File: src/verilog/pwm_osc_pkg.sv
// Package for the divided PWM oscillator core: constants and carriers.
// Assumes one master clock domain; analog front ends live outside.
package pwm_osc_pkg;

  // ==========================================================
  // Divider-select code
  localparam int          CODE_WIDTH    = 4;
  localparam int          INVERT_BIT    = 3;
  localparam logic [3:0]  CODE_RESET    = 4'h0;
  localparam int          NUM_RATIOS    = 8;
  localparam int          CNT_WIDTH     = 14;   // Up to divide by 16384
  localparam logic [2:0]  SHIFT_STEP    = 3'h2; // Ratio is 4 to the power n

  // ==========================================================
  // Code filter timing: 16 * (delta + 6) master periods
  localparam int          FILT_WIDTH    = 10;
  localparam logic [9:0]  FILT_SCALE    = 10'h010;
  localparam logic [9:0]  FILT_BASE     = 10'h006;

  // ==========================================================
  // Start-up interval in master clock periods
  localparam int          STARTUP_COUNT = 500;
  localparam int          START_WIDTH   = 9;

  // ==========================================================
  // Duty word: 0 means 0 %, DUTY_FULL means 100 %
  localparam int          DUTY_WIDTH    = 10;
  localparam logic [9:0]  DUTY_FULL     = 10'h3e8; // 1000 steps
  localparam logic [9:0]  DUTY_LOW_CLMP = 10'h032; // 5 %
  localparam logic [9:0]  DUTY_HI_CLMP  = 10'h3b6; // 95 %
  localparam logic [9:0]  DUTY_QUARTER  = 10'h0fa; // 25 %

  // Clamp variants
  typedef enum logic [1:0] {
    CLAMP_NONE = 2'h0,
    CLAMP_BOTH = 2'h1,
    CLAMP_HIGH = 2'h2,  // 0 % to 95 %
    CLAMP_LOW  = 2'h3   // 5 % to 100 %
  } clamp_variant_type;

  // Settings carried together once a code is accepted
  typedef struct packed {
    logic       invert;
    logic [2:0] ratio_sel;
  } div_setting_type;

endpackage : pwm_osc_pkg
File: src/verilog/divided_pwm_oscillator_core.sv
// Divided PWM oscillator core: code filter, glitchless divider, PWM.
// Assumes clock_in is the master oscillator and inputs are synchronous.
//
// How it works
// - Divide master clock by one of eight ratios
// - Take four-bit code from external converter
// - Code top bit selects inverted polarity
// - Invert modulated signal when polarity set
// - Duty linear in the duty command
// - Duty saturates beyond the control span
// - Unclamped variant rests low or high
// - Two-sided clamp keeps 5 to 95 percent; at ratio 1 the output rests low, or high for code 15
// - One-sided clamps allow one resting extreme
// - Inversion moves the one-sided clamp over
// - Changed code applied after sixteen times delta+6
// - Accept only stable codes, no intermediates
// - Ratio change happens without glitches
// - Output held low during start-up
// - Start-up lasts 500 master periods
// - Inverted first pulse at least quarter period
// - Start-up waits for a stable code
// - Codes 0/15 ratio 1, mirrored around midpoint
`timescale 1ns/1ns

module divided_pwm_oscillator_core #(
  parameter pwm_osc_pkg::clamp_variant_type CLAMP =
    pwm_osc_pkg::CLAMP_NONE
) (
  input  wire logic                                clock_in,
  input  wire logic                                rst_in,
  input  wire logic [pwm_osc_pkg::CODE_WIDTH-1:0]  divider_select_code_in,
  input  wire logic [pwm_osc_pkg::DUTY_WIDTH-1:0]  duty_command_in,
  output logic                                     pwm_out,
  output logic                                     output_invert_bit_out,
  output logic [2:0]                               ratio_select_out,
  output logic                                     started_out
);

  // ==========================================================
  // Sequencer
  typedef enum logic [1:0] {
    ST_START = 2'b01,
    ST_RUN   = 2'b10
  } phase_type;

  phase_type                               phase;
  logic [pwm_osc_pkg::CODE_WIDTH-1:0]      code_active;
  logic [pwm_osc_pkg::CODE_WIDTH-1:0]      code_cand;
  logic [pwm_osc_pkg::FILT_WIDTH-1:0]      filt_cnt;
  logic [pwm_osc_pkg::FILT_WIDTH-1:0]      filt_need;
  logic [pwm_osc_pkg::START_WIDTH-1:0]     start_cnt;
  logic [pwm_osc_pkg::CODE_WIDTH-1:0]      code_delta;
  logic                                    code_accept;
  pwm_osc_pkg::div_setting_type            setting;
  pwm_osc_pkg::div_setting_type            next_setting;
  logic [pwm_osc_pkg::CNT_WIDTH-1:0]       period_cnt;
  logic [pwm_osc_pkg::CNT_WIDTH-1:0]       period_last;
  logic [pwm_osc_pkg::CNT_WIDTH:0]         high_raw;
  logic [pwm_osc_pkg::CNT_WIDTH:0]         high_len;
  logic [pwm_osc_pkg::DUTY_WIDTH-1:0]      duty_clamped;
  logic [pwm_osc_pkg::DUTY_WIDTH-1:0]      duty_latched;
  logic                                    period_end;
  logic                                    first_pulse;
  logic                                    mod_level;

  localparam logic [pwm_osc_pkg::START_WIDTH-1:0] START_LAST =
    pwm_osc_pkg::START_WIDTH'(pwm_osc_pkg::STARTUP_COUNT - 1);

  // ==========================================================
  // Code decode: bit 3 inverts, lower bits mirror for codes >= 8
  always_comb begin
    next_setting.invert = code_cand[pwm_osc_pkg::INVERT_BIT];
    if (code_cand[pwm_osc_pkg::INVERT_BIT]) begin
      next_setting.ratio_sel = ~code_cand[2:0];
    end else begin
      next_setting.ratio_sel = code_cand[2:0];
    end
  end

  // Absolute code difference sets the filter wait
  always_comb begin
    if (code_cand > code_active) begin
      code_delta = code_cand - code_active;
    end else begin
      code_delta = code_active - code_cand;
    end
    filt_need = pwm_osc_pkg::FILT_SCALE *
                (pwm_osc_pkg::FILT_WIDTH'(code_delta) +
                 pwm_osc_pkg::FILT_BASE);
  end

  // ==========================================================
  // Code filter: candidate must hold still for the full wait.
  // A wobbling input restarts the count, so no passing code is taken.
  always_ff @(posedge clock_in or posedge rst_in) begin
    if (rst_in) begin
      code_cand <= pwm_osc_pkg::CODE_RESET;
      filt_cnt  <= '0;
    end else if (divider_select_code_in != code_cand) begin
      code_cand <= divider_select_code_in;
      filt_cnt  <= '0;
    end else if (filt_cnt < filt_need) begin
      filt_cnt  <= filt_cnt + 1'b1;
    end
  end

  assign code_accept = (filt_cnt >= filt_need) &&
                       (divider_select_code_in == code_cand);

  // ==========================================================
  // Start-up: output low for 500 periods and until code settled
  always_ff @(posedge clock_in or posedge rst_in) begin
    if (rst_in) begin
      phase     <= ST_START;
      start_cnt <= '0;
    end else begin
      unique case (phase)
        ST_START: begin
          if (start_cnt != START_LAST) begin
            start_cnt <= start_cnt + 1'b1;
          end else if (code_accept) begin
            phase <= ST_RUN;
          end
        end
        ST_RUN: begin
          phase <= ST_RUN;
        end
      endcase
    end
  end

  // Active code: taken at start-up end, later only at period end
  always_ff @(posedge clock_in or posedge rst_in) begin
    if (rst_in) begin
      code_active <= pwm_osc_pkg::CODE_RESET;
      setting     <= '0;
    end else if (code_accept &&
                 (phase == ST_START ? start_cnt == START_LAST
                                    : period_end)) begin
      code_active <= code_cand;
      setting     <= next_setting;
    end
  end

  // ==========================================================
  // Divider: last count is 4^n - 1, switched only at boundaries
  // Shift amount is widened first: ratio times step needs four bits
  assign period_last = pwm_osc_pkg::CNT_WIDTH'(
    (32'h1 << (5'(setting.ratio_sel) * 5'(pwm_osc_pkg::SHIFT_STEP))) - 32'h1);
  assign period_end  = (period_cnt >= period_last);

  always_ff @(posedge clock_in or posedge rst_in) begin
    if (rst_in) begin
      period_cnt <= '0;
    end else if (phase != ST_RUN || period_end) begin
      period_cnt <= '0;
    end else begin
      period_cnt <= period_cnt + 1'b1;
    end
  end

  // ==========================================================
  // Duty clamp per variant; input beyond full scale saturates
  always_comb begin
    duty_clamped = (duty_command_in > pwm_osc_pkg::DUTY_FULL) ?
                   pwm_osc_pkg::DUTY_FULL : duty_command_in;
    unique case (CLAMP)
      pwm_osc_pkg::CLAMP_NONE: ;
      pwm_osc_pkg::CLAMP_BOTH: begin
        if (duty_clamped < pwm_osc_pkg::DUTY_LOW_CLMP)
          duty_clamped = pwm_osc_pkg::DUTY_LOW_CLMP;
        if (duty_clamped > pwm_osc_pkg::DUTY_HI_CLMP)
          duty_clamped = pwm_osc_pkg::DUTY_HI_CLMP;
      end
      pwm_osc_pkg::CLAMP_HIGH: begin
        if (duty_clamped > pwm_osc_pkg::DUTY_HI_CLMP)
          duty_clamped = pwm_osc_pkg::DUTY_HI_CLMP;
      end
      pwm_osc_pkg::CLAMP_LOW: begin
        if (duty_clamped < pwm_osc_pkg::DUTY_LOW_CLMP)
          duty_clamped = pwm_osc_pkg::DUTY_LOW_CLMP;
      end
    endcase
  end

  // Duty is latched at each period start so no period is cut short
  always_ff @(posedge clock_in or posedge rst_in) begin
    if (rst_in) begin
      duty_latched <= '0;
      first_pulse  <= 1'b1;
    end else if (phase != ST_RUN) begin
      duty_latched <= duty_clamped;
      first_pulse  <= 1'b1;
    end else if (period_end) begin
      duty_latched <= duty_clamped;
      first_pulse  <= 1'b0;
    end
  end

  // High time in master ticks: ratio * duty / full scale.
  // One bit wider than the counter so a full 16384 period fits.
  assign high_raw = (pwm_osc_pkg::CNT_WIDTH+1)'(
    ((32'(period_last) + 32'h1) * 32'(duty_latched)) /
    32'(pwm_osc_pkg::DUTY_FULL));

  // Clamped variants keep one tick of the clamped level per period
  // so the output never stops; divide by one cannot toggle at all,
  // a limit of pulse edges that sit on master clock edges
  localparam bit KEEP_HIGH_TICK = (CLAMP == pwm_osc_pkg::CLAMP_BOTH) ||
                                  (CLAMP == pwm_osc_pkg::CLAMP_LOW);
  localparam bit KEEP_LOW_TICK  = (CLAMP == pwm_osc_pkg::CLAMP_BOTH) ||
                                  (CLAMP == pwm_osc_pkg::CLAMP_HIGH);

  always_comb begin
    high_len = high_raw;
    if (KEEP_HIGH_TICK && period_last != '0 && high_raw == '0) begin
      high_len = {{pwm_osc_pkg::CNT_WIDTH{1'b0}}, 1'b1};
    end
    if (KEEP_LOW_TICK && period_last != '0 &&
        high_raw > {1'b0, period_last}) begin
      high_len = {1'b0, period_last};
    end
  end

  // ==========================================================
  // Output stage; held low through start-up.
  // Inversion applies after clamping, so clamps swap ends.
  // First inverted pulse: a high time under 25 % is stretched to the whole period.
  always_comb begin
    mod_level = (period_cnt < high_len);
    if (setting.invert && first_pulse &&
        duty_latched > (pwm_osc_pkg::DUTY_FULL -
                        pwm_osc_pkg::DUTY_QUARTER)) begin
      mod_level = 1'b0;
    end
  end

  always_ff @(posedge clock_in or posedge rst_in) begin
    if (rst_in) begin
      pwm_out <= 1'b0;
    end else if (phase != ST_RUN) begin
      pwm_out <= 1'b0;
    end else begin
      pwm_out <= mod_level ^ setting.invert;
    end
  end

  assign output_invert_bit_out = setting.invert;
  assign ratio_select_out      = setting.ratio_sel;
  assign started_out           = (phase == ST_RUN);

  // ==========================================================
  // Assertions
  a_startup_low_out: assert property (@(posedge clock_in) disable iff
    (rst_in) !started_out |=> !pwm_out)
    else $error("output not low during start-up");

  a_startup_min_len: assert property (@(posedge clock_in) disable iff
    (rst_in) $rose(started_out) |-> start_cnt == START_LAST)
    else $error("start-up ended early");

  a_startup_stable: assert property (@(posedge clock_in) disable iff
    (rst_in) $rose(started_out) |-> $past(code_accept))
    else $error("start-up ended on unsettled code");

  a_polarity_bit: assert property (@(posedge clock_in) disable iff
    (rst_in) output_invert_bit_out == code_active[pwm_osc_pkg::INVERT_BIT])
    else $error("polarity not top code bit");

  a_setting_hold: assert property (@(posedge clock_in) disable iff
    (rst_in) started_out && !$past(period_end) |->
    $stable(setting))
    else $error("setting changed mid-period");

  a_code_unstable: assert property (@(posedge clock_in) disable iff
    (rst_in) divider_select_code_in != code_cand |=>
    $stable(code_active))
    else $error("unstable code accepted");

  a_ratio_mirror: assert property (@(posedge clock_in) disable iff
    (rst_in) code_active == 4'hf |-> ratio_select_out == 3'h0)
    else $error("code 15 not ratio one");

  a_clamp_both: assert property (@(posedge clock_in) disable iff
    (rst_in) CLAMP == pwm_osc_pkg::CLAMP_BOTH |->
    duty_clamped >= pwm_osc_pkg::DUTY_LOW_CLMP &&
    duty_clamped <= pwm_osc_pkg::DUTY_HI_CLMP)
    else $error("two-sided clamp violated");

  a_duty_saturate: assert property (@(posedge clock_in) disable iff
    (rst_in) duty_clamped <= pwm_osc_pkg::DUTY_FULL)
    else $error("duty beyond full scale");

  a_duty_period: assert property (@(posedge clock_in) disable iff
    (rst_in) started_out && !period_end |=> $stable(duty_latched))
    else $error("duty changed mid-period");

  a_rest_at_zero: assert property (@(posedge clock_in) disable iff
    (rst_in) started_out && duty_latched == '0 |=>
    pwm_out == $past(setting.invert))
    else $error("zero duty output not resting");

endmodule : divided_pwm_oscillator_core

File: config.mk
export PLATFORM = sky130hd
export DESIGN_NAME = divided_pwm_oscillator_core
export DESIGN_NICKNAME = d
export VERILOG_FILES = /design/src/verilog/pwm_osc_pkg.sv /design/src/verilog/divided_pwm_oscillator_core.sv
export SDC_FILE = /design/constraint.sdc
export NUM_CORES = 1
export LEC_CHECK = 0
export BUFFER_PORTS_ARGS = -buffer_cell sky130_fd_sc_hd__buf_2
export CAP_MARGIN = 20
export CELL_PAD_IN_SITES_DETAIL_PLACEMENT = 1
export CELL_PAD_IN_SITES_GLOBAL_PLACEMENT = 2
export CORE_AREA = 3 3 197 238
export CTS_CLUSTER_DIAMETER = 30
export DETAILED_ROUTE_END_ITERATION = 10
export DIE_AREA = 0 0 200 241
export PLACE_DENSITY_LB_ADDON = 0.1
export SYNTH_ARGS = -nofsm -noshare
export SYNTH_HDL_FRONTEND = slang
export SYNTH_SLANG_ARGS = --single-unit
File: constraint.sdc
create_clock -name clock_in -period 21.4 [get_ports clock_in]
set_input_delay 3.21 -clock clock_in [delete_from_list [all_inputs] [get_ports clock_in]]
set_output_delay 3.21 -clock clock_in [all_outputs]
set_load 0.01 [all_outputs]
==> PnR_summary.wiki, run 1 <==
{| class="wikitable"
! Metric !! Value
|-
| Status || complete, no violations
|-
| Pre-CTS setup slack || approximately 1200 ps
|-
| Fraction of layout instances using a drive strength above 1 || ~11%
|-
| Syn Area/Cell || just over 8 um^2
|-
| Wire per inst || between 15 and 20 um
|-
| Deepest clock path buffer count || 2
|-
| Arrival @ worst endpoint || slightly below 20000 ps
|-
| Inserted Clock Buffers || 9
|-
| Top-area cell type share of the netlist area || between 10 and 15%
|-
| Async set-reset flop share out of synthesis || between 90% and 100%
|-
| Post-synthesis instance total || between 1.5k and 2k
|-
| Worst-path fanout max || 21
|-
| Max-slew violation total from the final report || 0
|-
| Buffer cell driving the clock tree root || sky130_fd_sc_hd__clkbuf_16
|-
| Initial DRC Count || 385
|-
| Setup_tns || 0 ps
|-
| Routed wire length || around 43 mm
|-
| Post-Route Skew || ~7 ps
|-
| First-pass GRT wire length || 70.88 mm
|-
| CP Buf/Inv Count || 6
|-
| GR Overflow Total || 0
|-
| Number of antenna violations at the first check in global routing || 0
|-
| Fraction of the yosys area taken by sequential cells || between 10% and 20%
|-
| Via count of the first global-routing pass || between 10k and 15k
|-
| Slowest Stage Delay on Critical Path || just over 800 ps
|-
| Final Hold Fails || 0
|-
| Clock latency on the worst-skew pair || ~340 ps
|-
| Endpoints failing setup || 0
|-
| Floorplan row count || 85
|-
| Class of the tightest hold or removal check || reg -> reg
|-
| RD Place Congestion || just under 0.8
|-
| Total routing usage reported by global routing || between 10% and 20%
|-
| Highest clock rate || approximately 50 MHz
|-
| Max-slew headroom at the worst pin || 29.41%
|-
| Cell family with most CP delay || compound AO/OA/AOI/OAI gates
|-
| Remaining design rule violation count || 0
|-
| Antenna-violating nets left || 0
|-
| Total setup buffers inserted after CTS || 0
|-
| Share of the clock period used by the worst path after layout || between 90% and 100%
|-
| Top cells by area in the synthesized netlist || sky130_fd_sc_hd__fa_1 14%, sky130_fd_sc_hd__dfrtp_1 10%, sky130_fd_sc_hd__ha_1 10%, sky130_fd_sc_hd__nand2_1 5.0%, sky130_fd_sc_hd__inv_1 3.7%
|-
| Final non-filler cell area || 14400 um^2
|-
| Slew at the pin with the worst max-slew slack || about 1100 ps
|-
| CTS Sinks || between 50 and 60
|-
| Worst hold slack across all endpoints || about 460 ps
|-
| Setup repair after global routing missed its margin || false
|-
| Synthesized cell area || between 10000 and 15000 um^2
|-
| Vias per cell || about 5.4
|-
| Resize count post-CTS || 0
|-
| Count of unique library cells instantiated by Yosys || 143
|-
| Layout net count || 1845
|-
| Synthesis-to-layout area growth || 7.813%
|-
| Critical-path cell with the highest stage delay || sky130_fd_sc_hd__o21ai_1
|-
| Depth of the worst hold-timing path || 2
|-
| Post-synth EDFFs || 0
|-
| Height of the die || around 240 um
|-
| Initial core utilization || about 30%
|-
| YS warnings || 0
|-
| Number of buffers inserted by port buffering || 21
|-
| Most numerous cell types in the synthesized netlist || 178 x sky130_fd_sc_hd__nand2_1, 132 x sky130_fd_sc_hd__inv_1, 113 x sky130_fd_sc_hd__nor2_1
|-
| Clock tree from TritonCTS || built
|-
| Critical Path Sink Type || register
|-
| Ant. Diodes || 0
|-
| Final critical delay including setup and external delays || between 15000 and 20000 ps
|-
| HPWL after detailed placement || roughly 35 mm
|-
| Number of levels in the clock H-tree || 3
|-
| Depth of the most critical reg-to-reg path || 59
|-
| Area of the core || about 45000 um^2
|-
| Most common cell in the netlist || sky130_fd_sc_hd__nand2_1
|-
| Number of vias after detailed routing || between 10k and 15k
|-
| Startpoint Class || register
|-
| First-pass DRT Iterations || 5
|-
| Library cell with the largest summed area after synthesis || sky130_fd_sc_hd__fa_1
|-
| Top_reg_cell synth || sky130_fd_sc_hd__dfrtp_1
|-
| Clock transition at the registers of the reported paths || 50 ps
|-
| Critical setup path kind || reg -> reg
|-
| Register bit total from synthesis || 58
|-
| Die Footprint || between 40000 and 50000 um^2
|-
| Max-capacitance violation count || 0
|-
| Critical path depth in cells || 59
|-
| Maximum number of pins on one net before global-route repair || 59
|-
| Number of inserted filler cells in the final layout || approximately 5.3k
|-
| Number of hold buffers added after cts || 0
|-
| Cell area after placement || between 10000 and 15000 um^2
|-
| Boundary Pins || 22
|-
| Final WS setup || around 1800 ps
|-
| Horiz. Die Dim || roughly 200 um
|-
| Crit path required time || roughly 22000 ps
|}
## logic make-up (layout without fill, tap and decap cells)
| logic type | Yosys count | count (layout) | synth area share, % |
|---|---|---|---|
| fa+ha+maj | 208 | 208 | 24.78 |
| buf+inv | 188 | 180 | 6.061 |
| simple gates | 607 | 607 | 23.55 |
| other cells | 2 | 20 | 0.05623 |
| mux | 35 | 35 | 2.988 |
| xor+xnor | 95 | 95 | 6.642 |
| flops | 58 | 58 | 10.89 |
| compound gates | 426 | 426 | 25.04 |
## final cells by class
class	count	area, um^2	share of cell area (%)
Clock buffer	10	239.0	1.660
Timing Repair Buffer	28	165.2	1.147
Inverter	136	515.5	3.580
Tap cell	609	762.0	5.291
Sequential cell	58	1454	10.10
Multi-Input combinational cell	1391	11180	77.61
Clock inverter	6	88.84	0.6169
## final timing paths
| check | slack, ps | from | endpoint |
|---|---|---|---|
| worst max-delay path | 1840 | ratio_select_out[0]$_DFFE_PP0P_ | pwm_out$_DFF_PP0_ |
| worst min-delay path | 460 | first_pulse$_DFFE_PP1N_ | first_pulse$_DFFE_PP1N_ |
| worst max register to register | 1840 | ratio_select_out[0]$_DFFE_PP0P_ | pwm_out$_DFF_PP0_ |
| worst min register to register | 460 | first_pulse$_DFFE_PP1N_ | first_pulse$_DFFE_PP1N_ |
| max in group asynchronous | 17810 | rst_in | period_cnt[11]$_DFF_PP0_ |
| min in group asynchronous | 3090 | rst_in | filt_cnt[3]$_DFFE_PP0P_ |
## worst min-delay path: stages (launching register included)
cell and delay (ps):
sky130_fd_sc_hd__dfstp_2 370, sky130_fd_sc_hd__nand2_1 50, sky130_fd_sc_hd__nand2_1 50
## registers in the layout, indices dropped and copies added (netlist names), 2 cells and up
name	count
code_cand	4
period_cnt	14
ratio_select_out	3
duty_latched	10
code_active	4
filt_cnt	10
phase	2
start_cnt	9
## layout by cell type (no fill, tap or decap), types with 12 or more instances in the layout
cell / synthesis / final
sky130_fd_sc_hd__nand2_1: 178 / 178
sky130_fd_sc_hd__inv_1: 132 / 131
sky130_fd_sc_hd__nor2_1: 113 / 112
sky130_fd_sc_hd__ha_1: 110 / 110
sky130_fd_sc_hd__fa_1: 95 / 95
sky130_fd_sc_hd__a21oi_1: 71 / 71
sky130_fd_sc_hd__and2_1: 69 / 69
sky130_fd_sc_hd__o21ai_0: 63 / 62
sky130_fd_sc_hd__dfrtp_1: 56 / 56
sky130_fd_sc_hd__nand3_1: 51 / 51
sky130_fd_sc_hd__xnor2_1: 50 / 50
sky130_fd_sc_hd__xor2_1: 40 / 39
sky130_fd_sc_hd__nor3_1: 38 / 38
sky130_fd_sc_hd__nand4_1: 25 / 25
sky130_fd_sc_hd__a21o_1: 23 / 23
sky130_fd_sc_hd__and3_1: 23 / 23
sky130_fd_sc_hd__buf_2: 4 / 21
sky130_fd_sc_hd__o21ai_1: 19 / 20
sky130_fd_sc_hd__conb_1: 2 / 20
sky130_fd_sc_hd__o211ai_1: 19 / 19
sky130_fd_sc_hd__a211oi_1: 18 / 18
sky130_fd_sc_hd__mux2i_1: 16 / 16
sky130_fd_sc_hd__o21a_1: 16 / 16
sky130_fd_sc_hd__nand2b_1: 13 / 13
sky130_fd_sc_hd__mux2_2: 12 / 12
## routing by layer
metal / GRT usage, % / vias up / wire length (um) / part of all wire, %
met5: 0 / - / 0 / 0
met4: 1.883 / 0 / 262 / 0.61
met3: 1.382 / 20 / 559 / 1.3
met2: 32.93 / 72 / 21610 / 51
met1: 24.21 / 6053 / 20200 / 47
li1: - / 5831 / - / -
## stage by stage
step | instances | util, %
after CTS | 2237 | 32.11
after floorplan | 1637 | -
final | 2238 | 32.16
after global placement | 2221 | 31.37
after global routing | 2238 | 32.16
after detailed placement | 2221 | 31.37
Power of run 1 is left out: the tool's default activity adds up to more than one toggle a clock period on the data nets, which glitch-free logic cannot reach.
==> run 2: changes to the inputs <==
--- a/config.mk
+++ b/config.mk
@@ -9,10 +9,10 @@
 export CAP_MARGIN = 20
 export CELL_PAD_IN_SITES_DETAIL_PLACEMENT = 1
 export CELL_PAD_IN_SITES_GLOBAL_PLACEMENT = 2
-export CORE_AREA = 3 3 197 238
+export CORE_AREA = 3 3 277 170
 export CTS_CLUSTER_DIAMETER = 30
 export DETAILED_ROUTE_END_ITERATION = 10
-export DIE_AREA = 0 0 200 241
+export DIE_AREA = 0 0 280 173
 export PLACE_DENSITY_LB_ADDON = 0.1
 export SYNTH_ARGS = -nofsm -noshare
 export SYNTH_HDL_FRONTEND = slang
==> PnR_summary.wiki, run 2 (synthesis results as in run 1) <==
{| class="wikitable"
! Metric !! Value
|-
| Status || complete, no violations
|-
| Area of the core || 44670 um^2
|-
| Final critical delay including setup and external delays || 19780 ps
|-
| HPWL after detailed placement || roughly 37 mm
|-
| Deepest clock path buffer count || 2
|-
| Antenna-violating nets left || 0
|-
| Arrival @ worst endpoint || around 20000 ps
|-
| CTS Sinks || 58
|-
| Horiz. Die Dim || between 200 and 300 um
|-
| Combined flip-flop and latch cell area || ~1500 um^2
|-
| Floorplan row count || 60
|-
| Initial core utilization || 29.90%
|-
| Vias per cell || about 5.5
|-
| First-pass DRT Iterations || 5
|-
| Biggest registers after layout || period_cnt: 14 flops, duty_latched: 10 flops, filt_cnt: 10 flops
|-
| Total setup buffers inserted after CTS || 0
|-
| Max-slew violation total from the final report || 0
|-
| Most common cell after layout, fill and taps aside || sky130_fd_sc_hd__nand2_1
|-
| Wire per inst || roughly 20 um
|-
| Worst-path fanout max || 14
|-
| Max-capacitance violation count || 0
|-
| Slew at the pin with the worst max-slew slack || around 1100 ps
|-
| Clock transition at the registers of the reported paths || ~50 ps
|-
| Slowest Stage Delay on Critical Path || ~630 ps
|-
| Flip-flop count of the largest register after layout || 14
|-
| Setup repair after global routing missed its margin || false
|-
| Class of the tightest hold or removal check || reg -> reg
|-
| Critical Path Sink Type || register
|-
| Layout net count || around 1.8k
|-
| Number of buffers inserted by port buffering || 21
|-
| CP Buf/Inv Count || 4
|-
| Setup_tns || 0 ps
|-
| Highest clock rate || about 51 MHz
|-
| Cell with the most instances on the worst path || sky130_fd_sc_hd__fa_1
|-
| Number of levels in the clock H-tree || 3
|-
| Critical setup path kind || reg -> reg
|-
| Via count of the first global-routing pass || between 10k and 15k
|-
| Buffer cell driving the clock tree root || sky130_fd_sc_hd__clkbuf_16
|-
| GR Overflow Total || 0
|-
| Total routing usage reported by global routing || between 15 and 20%
|-
| Cell family with most CP delay || compound AO/OA/AOI/OAI gates
|-
| Initial DRC Count || between 600 and 700
|-
| Maximum number of pins on one net before global-route repair || 53
|-
| Inserted Clock Buffers || 9
|-
| Boundary Pins || 22
|-
| Area taken by multi-input logic gates || 11190 um^2
|-
| RD Place Congestion || about 0.83
|-
| Share of the clock period used by the worst path after layout || 92.45%
|-
| First-pass GRT wire length || 71.49 mm
|-
| Routed wire length || 44.51 mm
|-
| Synthesis-to-layout area growth || 7.429%
|-
| Height of the die || ~170 um
|-
| Resize count post-CTS || 0
|-
| Number of vias after detailed routing || 12.12k
|-
| Clock tree from TritonCTS || built
|-
| Max-slew headroom at the worst pin || about a quarter
|-
| Die Footprint || between 40000 and 50000 um^2
|-
| Post-Route Skew || approximately 7 ps
|-
| Crit path required time || roughly 22000 ps
|-
| Ant. Diodes || 0
|-
| Startpoint Class || register
|-
| Critical-path cell with the highest stage delay || sky130_fd_sc_hd__o21ai_1
|-
| Reg2reg setup slack || between 1500 and 2000 ps
|-
| Number of antenna violations at the first check in global routing || 0
|-
| Number of hold buffers added after cts || 0
|-
| Register with the highest flop count || period_cnt
|-
| Fraction of layout instances using a drive strength above 1 || 11.04%
|-
| Endpoints failing setup || 0
|-
| Number of inserted filler cells in the final layout || between 5k and 6k
|-
| Clock latency on the worst-skew pair || around 330 ps
|-
| Final Hold Fails || 0
|-
| Leading cell types in the layout, fill and taps excluded || 178 x sky130_fd_sc_hd__nand2_1, 131 x sky130_fd_sc_hd__inv_1, 112 x sky130_fd_sc_hd__nor2_1, 110 x sky130_fd_sc_hd__ha_1, 95 x sky130_fd_sc_hd__fa_1
|-
| Remaining design rule violation count || 0
|}
-- run 2: layout make-up --
class / instances / share of cell area [%]
clock buffers: 11 / 1.622
clock inverters: 5 / 0.3837
inverters: 136 / 3.593
multi-input cells: 1391 / 77.98
flip-flops and latches: 58 / 10.13
well taps: 589 / 5.136
repair buffers: 29 / 1.151
-- run 2: path summary, 6_finish.rpt --
kind	depth (start not counted)	from	to
worst max-delay path	58	ratio_select_out[2]$_DFFE_PP0P_	pwm_out$_DFF_PP0_
worst min-delay path	2	first_pulse$_DFFE_PP1N_	first_pulse$_DFFE_PP1N_
worst max register to register	58	ratio_select_out[2]$_DFFE_PP0P_	pwm_out$_DFF_PP0_
worst min register to register	2	first_pulse$_DFFE_PP1N_	first_pulse$_DFFE_PP1N_
max in group asynchronous	3	rst_in	filt_cnt[1]$_DFFE_PP0P_
min in group asynchronous	2	rst_in	start_cnt[6]$_DFFE_PP0P_
-- run 2: worst reg2reg max path: cells and delay by family, from the launching register on --
| family | cells | cell delay (ps) |
|---|---|---|
| AOI/OAI and AO/OA | 31 | 10490 |
| xor gates and xnor gates | 2 | 970 |
| DFF | 1 | 490 |
| buffers and inverters | 4 | 290 |
| adders and majority gates | 8 | 3690 |
| muxes | 1 | 490 |
| and+or+nand+nor | 12 | 3270 |
-- run 2: routing by layer --
| metal | vias up | share of wire (%) | track usage [%] |
|---|---|---|---|
| met5 | - | 0 | 0 |
| met4 | 0 | 0.48 | 1.326 |
| met3 | 20 | 2.9 | 1.511 |
| met2 | 174 | 39 | 24.70 |
| met1 | 6083 | 58 | 31.17 |
| li1 | 5839 | - | - |
-- run 2: through the flow --
step | setup slack (ps) | util [%] | instances | hold WS [ps] | area (um^2)
floorplan | 5383 | - | 1637 | 434.8 | 13420
global placement | 1247 | 31.40 | 2202 | 450.8 | 14020
detailed placement | 877.4 | 31.40 | 2202 | 453.3 | 14020
CTS | 892.9 | 32.04 | 2218 | 462.9 | 14310
global route | 73.88 | 32.12 | 2219 | 481.3 | 14350
finish | 1615 | 32.12 | 2219 | 459.1 | 14350
Power of run 2 is left out for the same reason.
